### src/shared/pwm_defs.vh
// Register map, field positions, reset values and timing counts of the quad modulator
`ifndef PWM_DEFS_VH
`define PWM_DEFS_VH
// Register byte offsets
`define OFS_IDENT        12'h000
`define OFS_ENABLE       12'h004
`define OFS_CLKSEL       12'h008
`define OFS_PERIOD       12'h00C
`define OFS_WIDTH0       12'h010
`define OFS_WIDTH1       12'h014
`define OFS_WIDTH2       12'h018
`define OFS_WIDTH3       12'h01C
`define OFS_IRQ_STATUS   12'h020
`define OFS_IRQ_MASK     12'h024
// Field positions
`define RUN_BIT          0
`define WSEL_LSB         0
`define PSEL_LSB         4
`define IRQ_PERIOD_BIT   0
// Reset values
`define RST_ENABLE       1'b0
`define RST_CLKSEL       8'h00
`define RST_PERIOD       16'h0000
`define RST_WIDTH        16'h0000
`define RST_MASK         1'b0
// Arbitrary neutral identification value
`define IDENT_VALUE      16'h5A01
// Clock selector codes
`define SRC_BASE         4'h0
`define SRC_RESERVED     4'h1
`define SRC_TC_FIRST     4'h2
`define SRC_PCLK_FIRST   4'h8
`define SRC_STB1         4'hC
`define SRC_STB2         4'hD
`define SRC_STB1_N       4'hE
`define SRC_STB2_N       4'hF
// Base clock rate and system clock rate in kHz
`define BASE_CLK_KHZ     25000
`define SYS_CLK_KHZ      250000
`define BASE_DIV_CYCLES  (`SYS_CLK_KHZ / `BASE_CLK_KHZ)
`endif

### src/hdl/quad_pwm.v
// Four-channel pulse width modulator with APB register access and period interrupt
`timescale 1ns/1ps
`include "pwm_defs.vh"

// Operation
// - Four channels, each true and complement output
// - Period and widths are 16-bit fields
// - Shared period, per-channel independent width
// - Counter decrements on each width tick
// - Zero holds until period tick, then reload
// - Interrupt event at each period start
// - Widths sampled only at period start
// - Run bit 0 enables, resets zero
// - Disabled: true outputs low, complements high
// - Clock select: period 7:4, width 3:0
// - Selector decode: base, timers, clocks, strobes
// - Period ends after period plus one ticks
// - Output high for width ticks from start
// - Maximum period same clocks, no full duty
// - Read-only identification register, fixed code
// - Period, width, select, enable reset zero
module quad_pwm #(
   parameter CHANNELS   = 4,
   parameter CNT_W      = 16,
   parameter BASE_DIV   = `BASE_DIV_CYCLES
) (
   // Clock and reset
   input  wire                  REF_CLK,
   input  wire                  SYS_RST,
   // APB slave
   input  wire                  PSEL,
   input  wire                  PENABLE,
   input  wire                  PWRITE,
   input  wire [11:0]           PADDR,
   input  wire [31:0]           PWDATA,
   output reg  [31:0]           PRDATA,
   output reg                   PREADY,
   output reg                   PSLVERR,
   // Candidate tick sources
   input  wire [5:0]            TIMER_TC,
   input  wire [3:0]            PROG_CLK,
   input  wire                  EXT_STROBE_ONE,
   input  wire                  EXT_STROBE_TWO,
   // Modulator outputs and interrupt
   output reg  [CHANNELS-1:0]   PWM_OUT,
   output reg  [CHANNELS-1:0]   PWM_OUT_N,
   output reg                   IRQ
);

   // Source synchroniser stages and base divider
   reg  [11:0]          sync1_q;
   reg  [11:0]          sync2_q;
   reg  [11:0]          sync3_q;
   reg  [7:0]           div_q;
   reg                  base_tick_q;
   // Software registers
   reg                  run_bit_q;
   reg  [3:0]           width_tick_select_q;
   reg  [3:0]           period_tick_select_q;
   reg  [CNT_W-1:0]     period_value_q;
   reg  [CNT_W-1:0]     width_value_q [0:CHANNELS-1];
   reg                  irq_status_q;
   reg                  irq_mask_q;
   // Modulator state
   reg  [CNT_W-1:0]     count_q;
   reg  [CNT_W-1:0]     elapsed_q;
   reg  [CNT_W-1:0]     width_live_q [0:CHANNELS-1];
   reg                  started_q;
   wire [11:0]          rise;
   wire                 width_tick;
   wire                 period_tick;
   wire                 period_start;
   wire                 apb_access;
   wire                 apb_wr;
   reg                  addr_ok;
   reg  [31:0]          rdata_d;
   wire [3:0]           reg_idx;
   integer              i;
   integer              j;
   integer              k;

   // Register indices from the address decoder; unmapped words get their own code
   localparam [3:0]     IDX_IDENT  = 4'h0;
   localparam [3:0]     IDX_ENABLE = 4'h1;
   localparam [3:0]     IDX_CLKSEL = 4'h2;
   localparam [3:0]     IDX_PERIOD = 4'h3;
   localparam [3:0]     IDX_WIDTH0 = 4'h4;
   localparam [3:0]     IDX_WIDTH1 = 4'h5;
   localparam [3:0]     IDX_WIDTH2 = 4'h6;
   localparam [3:0]     IDX_WIDTH3 = 4'h7;
   localparam [3:0]     IDX_STATUS = 4'h8;
   localparam [3:0]     IDX_MASK   = 4'h9;
   localparam [3:0]     IDX_NONE   = 4'hF;

   // Rising-edge tick of one selector code; one arm per code from 4'h0 to 4'hD so no index can run out of range
   function sel_tick;
      input [3:0]  code;
      input [11:0] edges;
      input        base;
      begin
         case (code)
            `SRC_BASE:     sel_tick = base;
            `SRC_RESERVED: sel_tick = 1'b0;      // Reserved code never ticks
            4'h2:          sel_tick = edges[0];  // Timer terminal counts
            4'h3:          sel_tick = edges[1];
            4'h4:          sel_tick = edges[2];
            4'h5:          sel_tick = edges[3];
            4'h6:          sel_tick = edges[4];
            4'h7:          sel_tick = edges[5];
            4'h8:          sel_tick = edges[6];  // Programmable clocks
            4'h9:          sel_tick = edges[7];
            4'hA:          sel_tick = edges[8];
            4'hB:          sel_tick = edges[9];
            `SRC_STB1:     sel_tick = edges[10];
            `SRC_STB2:     sel_tick = edges[11];
            default:       sel_tick = 1'b0;      // Inverted strobes come from inv_tick
         endcase
      end
   endfunction

   // Falling edge detect for the inverted strobe codes
   function inv_tick;
      input [3:0]  code;
      input [11:0] s2;
      input [11:0] s3;
      begin
         if (code == `SRC_STB1_N)
            inv_tick = ~s2[10] & s3[10];
         else if (code == `SRC_STB2_N)
            inv_tick = ~s2[11] & s3[11];
         else
            inv_tick = 1'b0;
      end
   endfunction

   // Byte address to register index, shared by the read, write and clear paths
   function [3:0] reg_index;
      input [11:0] addr;
      begin
         case (addr)
            `OFS_IDENT:      reg_index = IDX_IDENT;
            `OFS_ENABLE:     reg_index = IDX_ENABLE;
            `OFS_CLKSEL:     reg_index = IDX_CLKSEL;
            `OFS_PERIOD:     reg_index = IDX_PERIOD;
            `OFS_WIDTH0:     reg_index = IDX_WIDTH0;
            `OFS_WIDTH1:     reg_index = IDX_WIDTH1;
            `OFS_WIDTH2:     reg_index = IDX_WIDTH2;
            `OFS_WIDTH3:     reg_index = IDX_WIDTH3;
            `OFS_IRQ_STATUS: reg_index = IDX_STATUS;
            `OFS_IRQ_MASK:   reg_index = IDX_MASK;
            default:         reg_index = IDX_NONE;
         endcase
      end
   endfunction

   // Two-stage synchronisers, edge detect only on the settled stage
   always @(posedge REF_CLK) begin
      if (SYS_RST) begin
         sync1_q <= 12'h000;
         sync2_q <= 12'h000;
         sync3_q <= 12'h000;
      end else begin
         sync1_q <= {EXT_STROBE_TWO, EXT_STROBE_ONE, PROG_CLK, TIMER_TC};
         sync2_q <= sync1_q;
         sync3_q <= sync2_q;
      end
   end
   assign rise = sync2_q & ~sync3_q;

   // Base clock divider gives a one-cycle enable at the base rate
   always @(posedge REF_CLK) begin
      if (SYS_RST) begin
         div_q       <= 8'h00;
         base_tick_q <= 1'b0;
      end else if (div_q == BASE_DIV[7:0] - 8'h01) begin
         div_q       <= 8'h00;
         base_tick_q <= 1'b1;
      end else begin
         div_q       <= div_q + 8'h01;
         base_tick_q <= 1'b0;
      end
   end

   // Selector decode for both counters
   assign width_tick  = sel_tick(width_tick_select_q, rise, base_tick_q)
                      | inv_tick(width_tick_select_q, sync2_q, sync3_q);
   assign period_tick = sel_tick(period_tick_select_q, rise, base_tick_q)
                      | inv_tick(period_tick_select_q, sync2_q, sync3_q);

   // A period begins on a period tick once the count is spent
   assign period_start = run_bit_q & period_tick & (count_q == {CNT_W{1'b0}} | ~started_q);

   // Down counter, elapsed counter and width snapshots
   always @(posedge REF_CLK) begin
      if (SYS_RST || !run_bit_q) begin
         count_q   <= {CNT_W{1'b0}};
         elapsed_q <= {CNT_W{1'b0}};
         started_q <= 1'b0;
         for (i = 0; i < CHANNELS; i = i + 1)
            width_live_q[i] <= {CNT_W{1'b0}};
      end else if (period_start) begin
         count_q   <= period_value_q;
         elapsed_q <= {CNT_W{1'b0}};
         started_q <= 1'b1;
         for (i = 0; i < CHANNELS; i = i + 1)
            width_live_q[i] <= width_value_q[i];
      end else if (started_q && width_tick) begin
         // Period plus one width ticks: last tick consumes the zero state
         if (count_q != {CNT_W{1'b0}})
            count_q <= count_q - {{(CNT_W-1){1'b0}}, 1'b1};
         if (elapsed_q != {CNT_W{1'b1}})
            elapsed_q <= elapsed_q + {{(CNT_W-1){1'b0}}, 1'b1};
      end
   end

   // Outputs: high for width ticks from the period start
   always @(posedge REF_CLK) begin
      if (SYS_RST) begin
         PWM_OUT   <= {CHANNELS{1'b0}};
         PWM_OUT_N <= {CHANNELS{1'b1}};
      end else begin
         for (j = 0; j < CHANNELS; j = j + 1) begin
            // Saturating elapsed count means a maximum period cannot stay high
            if (run_bit_q && started_q && elapsed_q < width_live_q[j]) begin
               PWM_OUT[j]   <= 1'b1;
               PWM_OUT_N[j] <= 1'b0;
            end else begin
               PWM_OUT[j]   <= 1'b0;
               PWM_OUT_N[j] <= 1'b1;
            end
         end
      end
   end

   // APB decode: one wait state; writes land at the edge that samples PREADY high
   assign apb_access = PSEL & PENABLE & ~PREADY;
   assign apb_wr     = PSEL & PENABLE & PREADY & PWRITE & addr_ok;
   assign reg_idx    = reg_index(PADDR);

   // Address check and read mux
   always @* begin
      addr_ok = (reg_idx != IDX_NONE);
      rdata_d = 32'h00000000;
      case (reg_idx)
         IDX_IDENT:  rdata_d = {16'h0000, `IDENT_VALUE};
         IDX_ENABLE: rdata_d = {31'h0, run_bit_q};
         IDX_CLKSEL: rdata_d = {24'h000000, period_tick_select_q, width_tick_select_q};
         IDX_PERIOD: rdata_d = {16'h0000, period_value_q};
         IDX_WIDTH0: rdata_d = {16'h0000, width_value_q[0]};
         IDX_WIDTH1: rdata_d = {16'h0000, width_value_q[1]};
         IDX_WIDTH2: rdata_d = {16'h0000, width_value_q[2]};
         IDX_WIDTH3: rdata_d = {16'h0000, width_value_q[3]};
         IDX_STATUS: rdata_d = {31'h0, irq_status_q};
         IDX_MASK:   rdata_d = {31'h0, irq_mask_q};
         default:    rdata_d = 32'h00000000;
      endcase
   end

   // Bus answer one cycle after access phase starts
   always @(posedge REF_CLK) begin
      if (SYS_RST) begin
         PREADY  <= 1'b0;
         PSLVERR <= 1'b0;
         PRDATA  <= 32'h00000000;
      end else begin
         PREADY  <= apb_access;
         PSLVERR <= apb_access & ~addr_ok;
         PRDATA  <= (apb_access && !PWRITE) ? rdata_d : 32'h00000000;
      end
   end

   // Register writes, taken at the completing edge
   always @(posedge REF_CLK) begin
      if (SYS_RST) begin
         run_bit_q            <= `RST_ENABLE;
         {period_tick_select_q, width_tick_select_q} <= `RST_CLKSEL;
         period_value_q       <= `RST_PERIOD;
         irq_mask_q           <= `RST_MASK;
         for (k = 0; k < CHANNELS; k = k + 1)
            width_value_q[k] <= `RST_WIDTH;
      end else if (apb_wr) begin
         // Identifier and status words fall to the default arm; a status write of 1 clears the flag in the interrupt block
         case (reg_idx)
            IDX_ENABLE: run_bit_q <= PWDATA[`RUN_BIT];
            IDX_CLKSEL: begin
               width_tick_select_q  <= PWDATA[`WSEL_LSB +: 4];
               period_tick_select_q <= PWDATA[`PSEL_LSB +: 4];
            end
            IDX_PERIOD: period_value_q   <= PWDATA[CNT_W-1:0];
            IDX_WIDTH0: width_value_q[0] <= PWDATA[CNT_W-1:0];
            IDX_WIDTH1: width_value_q[1] <= PWDATA[CNT_W-1:0];
            IDX_WIDTH2: width_value_q[2] <= PWDATA[CNT_W-1:0];
            IDX_WIDTH3: width_value_q[3] <= PWDATA[CNT_W-1:0];
            IDX_MASK:   irq_mask_q       <= PWDATA[`IRQ_PERIOD_BIT];
            default:    run_bit_q        <= run_bit_q;
         endcase
      end
   end

   // Sticky period-start flag; a new event beats a same-cycle clear
   always @(posedge REF_CLK) begin
      if (SYS_RST) begin
         irq_status_q <= 1'b0;
         IRQ          <= 1'b0;
      end else begin
         if (period_start)
            irq_status_q <= 1'b1;
         else if (apb_wr && reg_idx == IDX_STATUS && PWDATA[`IRQ_PERIOD_BIT])
            irq_status_q <= 1'b0;
         IRQ <= irq_status_q & irq_mask_q;
      end
   end

endmodule

### config.mk
export PLATFORM = sky130hd
export DESIGN_NAME = quad_pwm
export DESIGN_NICKNAME = d
export VERILOG_FILES = /design/src/hdl/quad_pwm.v
export VERILOG_INCLUDE_DIRS = /design/src /design/src/shared
export SDC_FILE = /design/constraint.sdc
export NUM_CORES = 1
export LEC_CHECK = 0
export BUFFER_PORTS_ARGS = -buffer_cell sky130_fd_sc_hd__buf_2
export CORE_UTILIZATION = 55
export DETAILED_ROUTE_END_ITERATION = 8
export GPL_TIMING_DRIVEN = 1
export PLACE_DENSITY_LB_ADDON = 0.15
export SETUP_SLACK_MARGIN = 0.5
export SLEW_MARGIN = 30
export SYNTH_ARGS = -nofsm -noshare
export SYNTH_HDL_FRONTEND = slang
export SYNTH_SLANG_ARGS = --single-unit
### constraint.sdc
create_clock -name REF_CLK -period 4.23 [get_ports REF_CLK]
set_input_delay 0 -clock REF_CLK [delete_from_list [all_inputs] [get_ports REF_CLK]]
set_output_delay 0 -clock REF_CLK [all_outputs]
set_load 0.01 [all_outputs]
-- Word level (Yosys, flattened, before mapping)
Memories as Yosys holds them, arrays and structs flattened.
Cells that the tools add are included.
- bitwise gates (word level): 30
- reduce and logical (&&, ||, !) cells: 30
- equal/unequal tests: 49
- add/subtract/negate cells: 3
- multiplexer cells: 53
- magnitude comparators: 4
- operator list (cell ; count):
    16-bit two-way mux ; 11
    16-bit one-hot mux with 10 select lines ; 1
    4-bit equality test (second input constant) ; 18
    16-bit < comparator ; 4
    12-bit by 5-bit equality test with 1-bit output (second input constant) ; 4
    4-bit by 3-bit equality test with 1-bit output (second input constant) ; 12
    4-bit one-hot mux with 10 select lines ; 1
    1-bit two-way mux ; 38
    1-bit one-hot mux with 13 select lines ; 2
    12-bit by 4-bit equality test with 1-bit output (second input constant) ; 2
    12-bit by 6-bit equality test with 1-bit output (second input constant) ; 2
    4-bit by 2-bit equality test with 1-bit output (second input constant) ; 6
    16-bit by 1-bit adder with 16-bit output (second input constant) ; 1
    16-bit logical NOT ; 1
    16-bit != test (second input constant) ; 1
    16-bit nonzero test ; 1
    16-bit by 1-bit subtractor with 16-bit output (second input constant) ; 1
    12-bit bitwise AND ; 1
    12-bit by 3-bit equality test with 1-bit output (second input constant) ; 1
    12-bit logical NOT ; 1
    4-bit logical NOT ; 3
    12-bit inverter ; 1
    2-bit AND reduction ; 6
    1-bit bitwise AND ; 11
    other kinds (11) ; 39
- bits in registers: 148
- output and inout port bits: 43
- input bits: 61
- memories: 2
- RAM bits: 128
- logic and storage cells: 191
- memories (memory ; depth ; bits a word ; read ports ; clocked after Yosys merged registers in ; write ports ; RTL line ; RTL):
    width_live_q ; 4 ; 16 ; 4 ; 0 ; 4 ; quad_pwm.v:67 ; reg [CNT_W-1:0] width_live_q [0:CHANNELS-1];
    width_value_q ; 4 ; 16 ; 4 ; 0 ; 4 ; quad_pwm.v:61 ; reg [CNT_W-1:0] width_value_q [0:CHANNELS-1];

-- Longest topological paths before layout
- word-level depth: 11
- gate-level depth with buffers: 10
- mapped depth without buffers: 9

-- Worst setup path before layout
Ideal clock, no wire load.
- kind: reg-to-reg
- start point: reg period_tick_select_q[0]
- end point: mem width_live_q[0][0], enable pin
- setup slack: 1281 ps
- cell stages (with the launch flop): 9
- period minus slack after synthesis: 2949 ps
- library setup time: 396 ps
- required time: 3834 ps
- path buffers: 2
- arrival time: 2553 ps
- cell sequence: dfxtp_1 buf_1 nor3b_1 o21ai_0 a211o_1 o21ai_0 nand2_1 nand2_1 buf_2
- RTL lines (item ; RTL line ; RTL):
    start, declared ; quad_pwm.v:59 ; reg [3:0] period_tick_select_q;
    start signal, assigned ; quad_pwm.v:276 ; {period_tick_select_q, width_tick_select_q} <= `RST_CLKSEL;
    start signal, assigned ; quad_pwm.v:287 ; period_tick_select_q <= PWDATA[`PSEL_LSB +: 4];
    end, declared ; quad_pwm.v:67 ;

==> results.sh <==
export IMPL_drt_first_iter_violations=601
export IMPL_ys_flop_type="dfxtp_1"
export IMPL_finalNonFillerCells=1578
export IMPL_place_congestion=0.872
export IMPL_synth_top_cell_by_area="edfxtp_1"
export IMPL_synth_edf_count=128
export IMPL_syn_mean_instance_area_sq_um=10.4
export IMPL_vias_per_cell=5.47
export IMPL_crit_path_max_fanout=26
export IMPL_io_pins=104
export IMPL_ys_seq_area_share_pct=53.3
export IMPL_worst_pin_slew_ns=0.991
export IMPL_synthXorXnorAreaFrac_pct=1.44
export IMPL_core_sq_mm=0.0218
export IMPL_crit_slowest_cell="or3b_2"
export IMPL_drt_wirelength_per_cell_microns=17.1
export IMPL_setup_viol=0
export IMPL_grt_pass1_vias=8231
export IMPL_worstSetupPathType="flop to flop"
export IMPL_synth_fa_ha_area_share_pct=6.59
export IMPL_cts_root_buffer="clkbuf_16"
export IMPL_ys_ff_latch=260
export IMPL_die_area_sq_mm=0.0227
export IMPL_die_w_microns=151
export IMPL_required_ns=4.45
export IMPL_post_cts_resized=0
export IMPL_slowest_delay_ns=0.53
export IMPL_synth_cell_types=76
export IMPL_powerDensity_mw_per_mm2=367
export IMPL_end_kind="flop"
export IMPL_preCtsSetupSlack_ns=1.07
export IMPL_vias=8638
export IMPL_final_common_cell="and2_1"
export IMPL_grt_overflow_total=0
export IMPL_path_clk_slew_ns=0.06
export IMPL_drc=0
export IMPL_grt_setup_unrepaired="false"
export IMPL_drive_above_1_share_pct=12.2
export IMPL_finalWorstSetupSlack_ns=1.02
export IMPL_hpwl_microns=19400
export IMPL_yosys_area_top_type_share_pct=31.6
export IMPL_path_buf_inv=1
export IMPL_async_reset_ff_share_pct=0
export IMPL_worstPathCellList="or3b_2 -> a21oi_1 -> o2111ai_1 -> o21ai_0 -> nand2_1 -> nand2_4 -> buf_4"
export IMPL_cap_viol_max_count=0
export IMPL_n_antenna_cell=0
export IMPL_vdd_ir_drop_worst_mv=0.365
export IMPL_timing_final_crit_share_pct=75.9
export IMPL_cp_arrival_ns=3.43
export IMPL_ant_nets=0
export IMPL_timing_slew_headroom_pct=33.7
export IMPL_finalMaxSlewViolations=0
export IMPL_port_buffers=71
export IMPL_track_usage_pct=24.4
export IMPL_hold_viol=0
export IMPL_leakage_nw=5.45
export IMPL_min_period_ns=3.21
export IMPL_fmax_ghz=0.312
export IMPL_dp_cells=1485
export IMPL_setup_tns_final_ns=0
export IMPL_die_y_microns=151
export IMPL_synth_area_leaders="edfxtp_1, dfxtp_1, and2_1"
export IMPL_synthToLayoutAreaGrowth_pct=15.7
export IMPL_yosysWarnings=0
export IMPL_muxShareOfSynthArea_pct=1.55
export IMPL_grt_max_degree=44
export IMPL_hp_class="input pin to flop"
export IMPL_synth_top_family_by_area="simple AND/OR/NAND/NOR gates"
export IMPL_cts_buffers=28
export IMPL_yosys_area_share_simple_pct=21.3
export IMPL_cts_tree="built"
export IMPL_syn_area_sq_mm=0.0122
export IMPL_cts_sinks=260
export IMPL_firstDrtPassIters=7
export IMPL_antenna_found_initial=0
export IMPL_clock_skew_ns=0.0198
export IMPL_final_cell_mix="and2_1, dfxtp_1, edfxtp_1"
export IMPL_path_delay_family="simple AND/OR/NAND/NOR gates"
export IMPL_cts_buffer_depth=3
export IMPL_power_total_mw=5.17
export IMPL_synth_compound_area_share_pct=10.8
export IMPL_grt_pass1_wl_microns=42700
export IMPL_hold_ws_ns=0.0465
export IMPL_postCtsHoldBufs=41
export IMPL_initial_core_util_pct=55.9
export IMPL_htreeDepth=1
export IMPL_finalWirelength_microns=26900
export IMPL_postCtsSetupRepairBufs=0
export IMPL_postSynthCellCount=1165
export IMPL_num_nets_final=1401
export IMPL_fp_row_count=54
export IMPL_start_kind="flop"
export IMPL_worst_skew_pair_late_latency_ns=0.53
export IMPL_status="finished, final reports clean"
-- final cells by class --
class | count | area, sq um
fill | 1731 | 7690
sequential | 260 | 6490
multi-input combinational | 780 | 5150
timing repair buffer | 127 | 891
clock buffer | 37 | 787
tap | 280 | 350
inverter | 79 | 297
clock inverter | 15 | 106
-- Yosys cell counts, types with 5 or more instances --
cell / count
nor2b_1: 44
nand2_1: 105
a22oi_1: 13
edfxtp_1: 128
nor4_1: 9
a222oi_1: 8
or4_1: 5
and2_1: 133
nor3b_1: 5
a21oi_1: 54
nand3b_1: 6
nand3_1: 20
nor2_1: 69
xnor2_1: 14
nor3_1: 12
ha_1: 64
a21o_1: 16
inv_1: 78
nand2b_1: 18
buf_2: 8
nand4_1: 10
mux4_2: 6
or3_1: 8
o211ai_1: 5
a31oi_1: 16
xor2_1: 6
o21a_1: 5
o21ai_0: 30
clkbuf_1: 31
dfxtp_1: 132
buf_4: 16
-- metal layers --
layer | global-route usage [%] | vias up | share of wire, %
met5 | 0 | - | 0
met4 | 6.30 | 0 | 1.9
met3 | 3.61 | 43 | 5.1
met2 | 41.7 | 248 | 49
met1 | 32.3 | 4061 | 44
li1 | - | 4286 | -
-- worst min-delay path: cells and delay by family --
family / cells / cell delay, ns
buffers and inverters: 1 / 0.08
and+or+nand+nor: 2 / 0.24
AOI/OAI and AO/OA: 2 / 0.20
-- flip-flops by register name, indices dropped and copies added (netlist names), 8 cells and up --
register,cells
elapsed_q,16
width_value_q,64
period_value_q,16
width_live_q,64
sync2_q,12
count_q,16
div_q,8
sync3_q,12
PRDATA,16
sync1_q,12
-- logic make-up (layout without fill, tap and decap cells) --
family                   Yosys count  in the layout
AND/OR/NAND/NOR                  476            476
flip-flops                       260            260
AO/OA/AOI/OAI                    193            193
buffers and inverters            140            258
adder cells (fa/ha/maj)           64             64
XOR/XNOR                          20             20
multiplexers                      11             11
other                              1             16
-- final timing paths --
kind	start	end	slack, ns	cells after the start
max	period_tick_select_q[0]$_SDFFE_PP0P_	width_live_q[3][9]$_SDFFCE_PN0P_	1.02	7
min	PADDR[10]	PRDATA[0]$_SDFF_PP0_	0.05	5
max reg2reg	period_tick_select_q[0]$_SDFFE_PP0P_	width_live_q[3][9]$_SDFFCE_PN0P_	1.02	7
min reg2reg	sync1_q[10]$_SDFF_PP0_	sync2_q[10]$_SDFF_PP0_	0.43	1
-- power breakdown --
| part | internal [mW] | leakage, nW | switching, mW |
|---|---|---|---|
| Sequential | 2.66 | 2.53 | 0.0198 |
| Combinational | 0.0654 | 2.48 | 0.0820 |
| Clock | 1.37 | 0.442 | 0.966 |
| Total | 4.10 | 5.45 | 1.07 |
-- metrics by stage --
step / area [sq um] / utilization [%]
2_1_floorplan: 12200 / -
3_3_place_gp: 12800 / 58.7
3_5_place_dp: 12800 / 58.7
4_1_cts: 14100 / 64.6
5_1_grt: 14100 / 64.6
6_report: 14100 / 64.6
Note: power is estimated with default switching activity, not from simulation.
